[src/core/bsg_defines.vh]
// Offsets, field layout, reset values and codes for the bit sync config block
`ifndef BSG_DEFINES_VH
`define BSG_DEFINES_VH

// Register offsets
`define BSG_ADDR_BIT_SYNC_CONFIG     8'h1a
`define BSG_ADDR_GAIN_CTRL_LIMITS    8'h1b
`define BSG_ADDR_LOOP_STATUS         8'h3a

// bit_sync_config fields
`define BSG_PRE_KI_MSB               7
`define BSG_PRE_KI_LSB               6
`define BSG_PRE_KP_MSB               5
`define BSG_PRE_KP_LSB               4
`define BSG_POST_KI_BIT              3
`define BSG_POST_KP_BIT              2
`define BSG_RATE_SAT_MSB             1
`define BSG_RATE_SAT_LSB             0
`define BSG_BIT_SYNC_CONFIG_RST      8'h6c

// gain_control_limits fields
`define BSG_DIGITAL_VARIABLE_GAIN_AMP_CAP_MSB             7
`define BSG_DIGITAL_VARIABLE_GAIN_AMP_CAP_LSB             6
`define BSG_FRONT_CAP_MSB            5
`define BSG_FRONT_CAP_LSB            3
`define BSG_AMP_TARGET_MSB           2
`define BSG_AMP_TARGET_LSB           0
`define BSG_GAIN_CTRL_LIMITS_RST     8'h03

// loop_status fields
`define BSG_STAT_POST_SYNC_BIT       0
`define BSG_STAT_RATE_EN_BIT         1
`define BSG_STAT_KI_MSB              7
`define BSG_STAT_KI_LSB              4

// Loop gains in half-base units
`define BSG_GAIN_HALF_ONE            4'h2
`define BSG_GAIN_HALF_HALF           4'h1
`define BSG_KI_RST_HALF              4'h4
`define BSG_KP_RST_HALF              4'h6

// Rate offset limit in units of 1/32 of the data rate
`define BSG_RATE_LIM_OFF             3'h0
`define BSG_RATE_LIM_3P125           3'h1
`define BSG_RATE_LIM_6P25            3'h2
`define BSG_RATE_LIM_12P5            3'h4

// Amplitude target in dB, reset code 3
`define BSG_TARGET_RST_DB            6'h21

`endif

[src/core/bsg_loop_gain_sel.v]
// Clock recovery loop gain selector for one gain path
`timescale 1ns/1ns
`default_nettype none
`include "bsg_defines.vh"

module bsg_loop_gain_sel #(
    parameter [3:0] POST_SET_HALF = 4'h2
) (
    input  wire [1:0] pre_code,
    input  wire       post_sel,
    input  wire       post_sync,
    output reg  [3:0] gain_half
);

    // Pre-sync gain: (code + 1) times base, in half units
    function [3:0] pre_gain_half;
        input [1:0] code;
        begin
            pre_gain_half = {1'b0, code, 1'b0} + `BSG_GAIN_HALF_ONE;
        end
    endfunction

    always @* begin
        if (post_sync && post_sel) begin
            gain_half = POST_SET_HALF;
        end else begin
            gain_half = pre_gain_half(pre_code);
        end
    end

endmodule // bsg_loop_gain_sel

`default_nettype wire

[src/core/bsg_bitsync_agc_cfg.v]
// Bit synchronisation and gain limit configuration registers
// Summary of operation
// - Post-sync integral gain bit 3 (reset 1): 0 keeps pre-sync, 1 half base.
// - Post-sync proportional gain bit 2 (reset 1): 0 keeps pre-sync, 1 base.
// - Rate offset clamp bits 1:0 (reset 0): off, 3.125, 6.25, 12.5 percent.
// - Digital gain cap bits 7:6 (reset 0) removes the top 0 to 3 settings.
// - Front amp cap bits 5:3 (reset 0) caps gain 0 to 17.1 dB below max.
// - Amplitude target bits 2:0 (reset 3) selects 24 up to 42 dB.
// - Pre-sync integral gain bits 7:6 (reset 1) gives one to four times base.
// - Pre-sync proportional gain bits 5:4 (reset 2) gives one to four times.
//
// Our own choice: strobed register access.
`timescale 1ns/1ns
`default_nettype none
`include "bsg_defines.vh"

module bsg_bitsync_agc_cfg #(
    parameter       DIGITAL_VARIABLE_GAIN_AMP_W   = 3,
    parameter [2:0] DIGITAL_VARIABLE_GAIN_AMP_TOP = 3'h7
) (
    input  wire              mclk,
    input  wire              arst_n,
    input  wire [7:0]        reg_addr,
    input  wire [7:0]        reg_wdata,
    input  wire              reg_wr,
    input  wire              reg_rd,
    output reg  [7:0]        reg_rdata,
    input  wire              sync_detected,
    input  wire              rx_restart,
    input  wire [DIGITAL_VARIABLE_GAIN_AMP_W-1:0] digital_variable_gain_amp_gain_req,
    input  wire [2:0]        front_amp_step_req,
    output reg               loop_post_sync,
    output reg  [3:0]        integral_gain_half,
    output reg  [3:0]        proportional_gain_half,
    output reg               rate_correction_en,
    output reg  [2:0]        rate_offset_limit,
    output reg  [DIGITAL_VARIABLE_GAIN_AMP_W-1:0] digital_vga_gain,
    output reg  [DIGITAL_VARIABLE_GAIN_AMP_W-1:0] digital_vga_top,
    output reg  [2:0]        front_amp_step,
    output reg  [7:0]        front_amp_cap_db10,
    output reg  [5:0]        amp_target_db
);

    ////////////////////////////////////////////////////////////////////////
    // Decode functions

    // Rate offset limit in 1/32 of the data rate
    function [2:0] rate_limit;
        input [1:0] code;
        begin
            case (code)
                2'h1:    rate_limit = `BSG_RATE_LIM_3P125;
                2'h2:    rate_limit = `BSG_RATE_LIM_6P25;
                2'h3:    rate_limit = `BSG_RATE_LIM_12P5;
                default: rate_limit = `BSG_RATE_LIM_OFF;
            endcase
        end
    endfunction

    // Amplitude target in dB
    function [5:0] target_db;
        input [2:0] code;
        begin
            case (code)
                3'h0:    target_db = 6'h18;
                3'h1:    target_db = 6'h1b;
                3'h2:    target_db = 6'h1e;
                3'h3:    target_db = 6'h21;
                3'h4:    target_db = 6'h24;
                3'h5:    target_db = 6'h26;
                3'h6:    target_db = 6'h28;
                default: target_db = 6'h2a;
            endcase
        end
    endfunction

    // Front amp cap below maximum, tenths of a dB
    function [7:0] front_cap_db10;
        input [2:0] code;
        begin
            case (code)
                3'h1:    front_cap_db10 = 8'h1a;
                3'h2:    front_cap_db10 = 8'h3d;
                3'h3:    front_cap_db10 = 8'h4a;
                3'h4:    front_cap_db10 = 8'h5c;
                3'h5:    front_cap_db10 = 8'h73;
                3'h6:    front_cap_db10 = 8'h92;
                3'h7:    front_cap_db10 = 8'hab;
                default: front_cap_db10 = 8'h00;
            endcase
        end
    endfunction

    // Highest usable digital gain index
    function [DIGITAL_VARIABLE_GAIN_AMP_W-1:0] digital_variable_gain_amp_limit;
        input [1:0] code;
        reg   [DIGITAL_VARIABLE_GAIN_AMP_W-1:0] top;
        begin
            top = DIGITAL_VARIABLE_GAIN_AMP_TOP;
            if (top > {{(DIGITAL_VARIABLE_GAIN_AMP_W-2){1'b0}}, code}) begin
                digital_variable_gain_amp_limit = top - {{(DIGITAL_VARIABLE_GAIN_AMP_W-2){1'b0}}, code};
            end else begin
                digital_variable_gain_amp_limit = {DIGITAL_VARIABLE_GAIN_AMP_W{1'b0}};
            end
        end
    endfunction

    ////////////////////////////////////////////////////////////////////////
    // Register file

    reg  [7:0] bit_sync_config;
    reg  [7:0] gain_control_limits;

    wire       hit_bit_sync = (reg_addr == `BSG_ADDR_BIT_SYNC_CONFIG);
    wire       hit_gain_lim = (reg_addr == `BSG_ADDR_GAIN_CTRL_LIMITS);
    wire       hit_status   = (reg_addr == `BSG_ADDR_LOOP_STATUS);

    always @(posedge mclk or negedge arst_n) begin
        if (!arst_n) begin
            bit_sync_config     <= `BSG_BIT_SYNC_CONFIG_RST;
            gain_control_limits <= `BSG_GAIN_CTRL_LIMITS_RST;
        end else if (reg_wr) begin
            if (hit_bit_sync) begin
                bit_sync_config <= reg_wdata;
            end
            if (hit_gain_lim) begin
                gain_control_limits <= reg_wdata;
            end
        end
    end

    // Field views
    wire [1:0] pre_sync_integral_gain_sel =
        bit_sync_config[`BSG_PRE_KI_MSB:`BSG_PRE_KI_LSB];
    wire [1:0] pre_sync_proportional_gain_sel =
        bit_sync_config[`BSG_PRE_KP_MSB:`BSG_PRE_KP_LSB];
    wire       post_sync_integral_gain_sel =
        bit_sync_config[`BSG_POST_KI_BIT];
    wire       post_sync_proportional_gain_sel =
        bit_sync_config[`BSG_POST_KP_BIT];
    wire [1:0] rate_offset_saturation =
        bit_sync_config[`BSG_RATE_SAT_MSB:`BSG_RATE_SAT_LSB];
    wire [1:0] digital_vga_gain_cap =
        gain_control_limits[`BSG_DIGITAL_VARIABLE_GAIN_AMP_CAP_MSB:`BSG_DIGITAL_VARIABLE_GAIN_AMP_CAP_LSB];
    wire [2:0] front_amp_gain_cap =
        gain_control_limits[`BSG_FRONT_CAP_MSB:`BSG_FRONT_CAP_LSB];
    wire [2:0] filter_amplitude_target =
        gain_control_limits[`BSG_AMP_TARGET_MSB:`BSG_AMP_TARGET_LSB];

    ////////////////////////////////////////////////////////////////////////
    // Sync state of the clock recovery loop

    localparam [1:0] ST_PRE  = 2'b01;
    localparam [1:0] ST_POST = 2'b10;

    reg  [1:0] loop_state;
    reg  [1:0] next_loop_state;

    // Restart wins over a sync in the same cycle
    always @* begin
        case (loop_state)
            ST_PRE: begin
                if (!rx_restart && sync_detected) begin
                    next_loop_state = ST_POST;
                end else begin
                    next_loop_state = ST_PRE;
                end
            end
            ST_POST: begin
                if (rx_restart) begin
                    next_loop_state = ST_PRE;
                end else begin
                    next_loop_state = ST_POST;
                end
            end
            default: next_loop_state = ST_PRE;
        endcase
    end

    always @(posedge mclk or negedge arst_n) begin
        if (!arst_n) begin
            loop_state <= ST_PRE;
        end else begin
            loop_state <= next_loop_state;
        end
    end

    wire next_post_sync = (next_loop_state == ST_POST);

    ////////////////////////////////////////////////////////////////////////
    // Loop gain selection

    wire [3:0] next_integral_gain_half;
    wire [3:0] next_proportional_gain_half;

    // Integral: pre-sync multiple or half base after sync
    bsg_loop_gain_sel #(
        .POST_SET_HALF (`BSG_GAIN_HALF_HALF)
    ) u_integral_sel (
        .pre_code  (pre_sync_integral_gain_sel),
        .post_sel  (post_sync_integral_gain_sel),
        .post_sync (next_post_sync),
        .gain_half (next_integral_gain_half)
    );

    // Proportional: pre-sync multiple or base after sync
    bsg_loop_gain_sel #(
        .POST_SET_HALF (`BSG_GAIN_HALF_ONE)
    ) u_proportional_sel (
        .pre_code  (pre_sync_proportional_gain_sel),
        .post_sel  (post_sync_proportional_gain_sel),
        .post_sync (next_post_sync),
        .gain_half (next_proportional_gain_half)
    );

    ////////////////////////////////////////////////////////////////////////
    // Gain controller limits

    wire [DIGITAL_VARIABLE_GAIN_AMP_W-1:0] next_digital_variable_gain_amp_top = digital_variable_gain_amp_limit(digital_vga_gain_cap);

    reg  [DIGITAL_VARIABLE_GAIN_AMP_W-1:0] next_digital_variable_gain_amp_gain;
    reg  [2:0]        next_front_step;

    always @* begin
        // Requests above the allowed top are pulled down
        if (digital_variable_gain_amp_gain_req > next_digital_variable_gain_amp_top) begin
            next_digital_variable_gain_amp_gain = next_digital_variable_gain_amp_top;
        end else begin
            next_digital_variable_gain_amp_gain = digital_variable_gain_amp_gain_req;
        end
        // Step 0 is full gain; the cap forces at least its step
        if (front_amp_step_req < front_amp_gain_cap) begin
            next_front_step = front_amp_gain_cap;
        end else begin
            next_front_step = front_amp_step_req;
        end
    end

    ////////////////////////////////////////////////////////////////////////
    // Registered outputs to the datapath

    always @(posedge mclk or negedge arst_n) begin
        if (!arst_n) begin
            loop_post_sync         <= 1'b0;
            integral_gain_half     <= `BSG_KI_RST_HALF;
            proportional_gain_half <= `BSG_KP_RST_HALF;
            rate_correction_en     <= 1'b0;
            rate_offset_limit      <= `BSG_RATE_LIM_OFF;
            digital_vga_gain       <= {DIGITAL_VARIABLE_GAIN_AMP_W{1'b0}};
            digital_vga_top        <= DIGITAL_VARIABLE_GAIN_AMP_TOP;
            front_amp_step         <= 3'h0;
            front_amp_cap_db10     <= 8'h00;
            amp_target_db          <= `BSG_TARGET_RST_DB;
        end else begin
            loop_post_sync         <= next_post_sync;
            integral_gain_half     <= next_integral_gain_half;
            proportional_gain_half <= next_proportional_gain_half;
            rate_correction_en     <= (rate_offset_saturation != 2'h0);
            rate_offset_limit      <=
                rate_limit(rate_offset_saturation);
            digital_vga_gain       <= next_digital_variable_gain_amp_gain;
            digital_vga_top        <= next_digital_variable_gain_amp_top;
            front_amp_step         <= next_front_step;
            front_amp_cap_db10     <=
                front_cap_db10(front_amp_gain_cap);
            amp_target_db          <=
                target_db(filter_amplitude_target);
        end
    end

    ////////////////////////////////////////////////////////////////////////
    // Read port, data one cycle after the strobe

    reg  [7:0] next_rdata;

    always @* begin
        next_rdata = 8'h00;
        if (reg_rd) begin
            if (hit_bit_sync) begin
                next_rdata = bit_sync_config;
            end else if (hit_gain_lim) begin
                next_rdata = gain_control_limits;
            end else if (hit_status) begin
                next_rdata[`BSG_STAT_POST_SYNC_BIT] = loop_post_sync;
                next_rdata[`BSG_STAT_RATE_EN_BIT]   = rate_correction_en;
                next_rdata[`BSG_STAT_KI_MSB:`BSG_STAT_KI_LSB] =
                    integral_gain_half;
            end
        end
    end

    always @(posedge mclk or negedge arst_n) begin
        if (!arst_n) begin
            reg_rdata <= 8'h00;
        end else begin
            reg_rdata <= next_rdata;
        end
    end

endmodule // bsg_bitsync_agc_cfg

`default_nettype wire

[config.mk]
export PLATFORM = sky130hd
export DESIGN_NAME = bsg_bitsync_agc_cfg
export DESIGN_NICKNAME = d
export VERILOG_FILES = /design/src/core/bsg_loop_gain_sel.v /design/src/core/bsg_bitsync_agc_cfg.v
export VERILOG_INCLUDE_DIRS = /design/src /design/src/core
export SDC_FILE = /design/constraint.sdc
export NUM_CORES = 1
export LEC_CHECK = 0
export BUFFER_PORTS_ARGS = -buffer_cell sky130_fd_sc_hd__buf_2
export CORE_ASPECT_RATIO = 0.8
export CORE_UTILIZATION = 31
export DETAILED_ROUTE_END_ITERATION = 8
export SYNTH_ARGS = -nofsm -noshare
export SYNTH_HDL_FRONTEND = slang
export SYNTH_SLANG_ARGS = --single-unit
[constraint.sdc]
create_clock -name mclk -period 1.8 [get_ports mclk]
set_input_delay 0.36 -clock mclk [delete_from_list [all_inputs] [get_ports mclk]]
set_output_delay 0.36 -clock mclk [all_outputs]
set_load 0.01 [all_outputs]
==> flow_summary_export.csv <==
group,metric,value,unit
detailed_routing,drc,0,
detailed_routing,drtIter0Drc,30,
global_route,met1_usage,17.18,%
clock_network,clock_path_buffers,2,
timing,hold_viol,0,
global_route,grtUsageMet3,4.303,%
setup_path,crit_family,"flip-flops",
clock_network,clk_pin_slew_worst_paths,0.07,ns
place,routabilityCongestion,0.7189,
global_route,gr-usage-met2,19.86,%
pwr,combPwrFrac,12.3,%
synth,synth_area_per_cell,12.70,um2
synth,yosysTopAreaCellShare,46.66,%
synth,synth_seq_cells,59,
timing,max_freq,630.9,MHz
worst_hold_path,hold_path.class,"primary input to register",
timing,finClkSkew,0.01059,ns
detailed_routing,wirelength,4962,um
setup_path,cp_max_fo,3,
synth,synth.cells.most_frequent,"dfrtp_1, mux2_2, nor2_1",
synth,synth_cell_type_count,32,
clock_network,htreeDepth,3,
detailed_routing,wl_per_cell,13.02,um
synth,syn_inst,190,
setup_path,path_class,"register to register",
pwr,cellLeakagePower,1.628,nW
die,die_area,0.008145,mm2
pwr,internal_power,2.363,mW
layout,utilization,41.99,%
synth,synth_fp_nets,227,
place,hpwl,3614,um
clock_network,clk_latency,0.34,ns
pwr,p_switching,0.7583,mW
setup_path,worst_r2r_path_depth,6,
setup_path,crit_arrival,1.82,ns
synth,synth_most_common_cell,"dfrtp_1",
setup_path,critPathRequiredTime,2.03,ns
detailed_routing,ant_nets,0,
clock_network,cts_tree,"yes",
pwr,p_seq_share,47.1,%
global_route,grt_usage,13.38,%
setup_path,critPathBufInv,2,
die,coreArea,0.007462,mm2
setup_path,reg2reg_to,"integral_gain_half[3]$_DFF_PN0_",
synth,ys_seq_area_share,61.90,%
synth,ys_dominant_reg_cell,"dfrtp_1",
die,ios,72,
clock_network,cts_root_buffer,"clkbuf_8",
global_route,grt_pass1_wl,7997,um
clock_network,cts_num_sinks,59,
global_route,busiest_layer,"met2",
global_route,grt_start_max_net_pins,42,
global_route,grt_antenna_before_repair,0,
die,die_y,80.92,um
synth,async_reset_ff_share,100.0,%
timing,final.period_utilization,88.06,%
die,initial_utilization,32.34,%
worst_hold_path,worstHoldStart,"digital_variable_gain_amp_gain_req[2]",
timing,slew_viol_final,0,
setup_path,critical_path.cell_chain,"inv_1 > ha_1 > nor3_1 > buf_4 > nand2_1 > and2_1",
run_status,status,"finished clean",
detailed_routing,dr.pass1.iters,4,
layout,finalNetCount,308,
synth,synth_area_leaders,"dfrtp_1, dfstp_2, mux2_2",
setup_path,ff2ff_setup_slack,0.21,ns
clock_network,postCtsSetupBuffers,0,
synth,syn-cell-area,0.002414,mm2
setup_path,end_kind,"register",
layout,syn2layout_area_growth,29.81,%
setup_path,cpPeakStageDelay,0.53,ns
layout,antennaDiodeCount,0,
detailed_routing,vias_per_cell,4.278,
pwr,power_density,996.2,mW/mm2
layout,drive_gt1_share,47.46,%
timing,rsz0062_at_grt,"false",
detailed_routing,vias,1630,
worst_hold_path,holdPathEnd,"digital_vga_gain[2]$_DFF_PN0_",
setup_path,start_kind,"register",
layout,fillerInstances,735,
die,fp.dieW,100.7,um
setup_path,reg2reg_from,"loop_state[0]$_DFF_PN1_",
synth,yosysWarnings,0,
global_route,grt_overflow_total,0,
pwr,clock_power_share,40.6,%
pwr,finalPower,3.121,mW
timing,period_minus_slack,1.585,ns
die,num_rows,28,
pwr,ir_worst_vdd,0.2900,mV
job,maxCapViolations,0,
setup_path,slowest_stage,"dfstp_2",
synth,synth_edf_count,0,
place,io_buffers,69,
timing,setup_viol,0,
synth,yosysTopAreaCell,"dfrtp_1",
pwr,sw_frac_of_total,24.30,%
global_route,grt_pass1_vias,1620,
clock_network,numCtsBuffers,9,
worst_hold_path,worstHoldPathCells,1,
registers in the layout, indices dropped and copies added (netlist names), 3 cells and up:
register	cells
front_amp_step	3
integral_gain_half	4
bit_sync_config	8
amp_target_db	6
reg_rdata	8
gain_control_limits	8
digital_vga_gain	3
front_amp_cap_db10	7
proportional_gain_half	3
rate_offset_limit	3
power groups by stage:
stage,Clock [mW],Combinational (mW),Sequential (mW)
5_1_grt,1.36,0.433,1.48
4_1_cts,1.30,0.391,1.47
2_1_floorplan,0,0.198,1.51
3_5_place_dp,0,0.386,1.50
6_report,1.27,0.383,1.47
3_3_place_gp,0,0.373,1.49
timing repair:
| item | CTS | global route |
|---|---|---|
| gates resized for setup | 0 | 0 |
| hold buffers | 1 | 0 |
| endpoints found under the hold margin | 15 | 0 |
| setup endpoints to repair | 0 | 0 |
logic make-up after synthesis:
group	Yosys count	share of synthesized area, %
AND/OR/NAND/NOR	51	11.25
XOR/XNOR	1	0.3629
buffers and inverters	20	4.095
AO/OA/AOI/OAI	20	4.821
other	2	0.3112
adder cells (fa/ha/maj)	9	4.666
multiplexers	28	12.60
flip-flops	59	61.90
worst max-delay path by stage:
stage                                        from                                 end  cells after the start
after floorplan                       reg_addr[7]  gain_control_limits[2]$_DFFE_PN0P_                      5
after global placement                reg_addr[7]  gain_control_limits[3]$_DFFE_PN0P_                      6
after detailed placement              reg_addr[7]  gain_control_limits[6]$_DFFE_PN0P_                      6
after CTS                 loop_state[0]$_DFF_PN1_     integral_gain_half[3]$_DFF_PN0_                      6
after global routing      loop_state[0]$_DFF_PN1_     integral_gain_half[1]$_DFF_PN0_                      7
final                     loop_state[0]$_DFF_PN1_     integral_gain_half[3]$_DFF_PN0_                      6
cells in the final DEF, fill, tap and decap left out:
cell type | synthesis | final
dfrtp_1 | 45 | 45
inv_1 | 12 | 12
a21oi_1 | 11 | 11
or2_2 | 2 | 2
and3_1 | 1 | 1
nand2b_1 | 4 | 4
clkinvlp_4 | 0 | 2
nor3_1 | 6 | 6
o21ba_2 | 1 | 1
buf_4 | 4 | 7
o22ai_1 | 1 | 1
nor3b_2 | 1 | 1
mux2i_1 | 9 | 9
o211ai_1 | 1 | 1
nor2b_1 | 4 | 4
dlygate4sd3_1 | 0 | 1
nor2b_4 | 1 | 1
clkbuf_1 | 2 | 1
xnor2_1 | 1 | 1
and2_1 | 5 | 5
nor2_1 | 18 | 18
ha_1 | 9 | 9
conb_1 | 2 | 2
o21a_1 | 1 | 1
nand2_1 | 7 | 7
dfstp_2 | 14 | 14
buf_2 | 1 | 69
nand3_2 | 1 | 1
buf_12 | 0 | 1
clkbuf_8 | 0 | 12
nand4bb_1 | 1 | 1
o21ai_0 | 3 | 3
bufinv_16 | 0 | 1
a21o_1 | 1 | 1
mux2_2 | 19 | 19
o21bai_1 | 1 | 1
area by class of cell:
class                           count  area [um2]  area share [%]
Timing Repair Buffer               78       427.9           13.66
Sequential cell                    59        1494           47.68
Multi-Input combinational cell    111       820.8           26.20
Inverter                           12       45.04           1.438
Clock inverter                      3       45.04           1.438
Clock buffer                       13       168.9           5.391
Tap cell                          105       131.4           4.193
metrics by stage:
step / hold slack, ns / setup slack, ns / TNS [ns] / cells / area [um2]
2_1_floorplan: 0.06441 / 0.2570 / 0 / 190 / 2414
3_3_place_gp: 0.3364 / 0.02302 / 0 / 364 / 2909
3_5_place_dp: 0.3418 / -0.0006700 / -0.0006700 / 364 / 2909
4_1_cts: 0.1478 / 0.2158 / 0 / 381 / 3133
5_1_grt: 0.1464 / 0.1129 / 0 / 381 / 3133
6_report: 0.1601 / 0.2149 / 0 / 381 / 3133
layer usage:
layer,routed length [um],vias to the layer above
met3,321,12
met4,115,0
met1,2316,783
met2,2209,47
li1,-,788
met5,0,-
(Power assumes the default switching activity.)
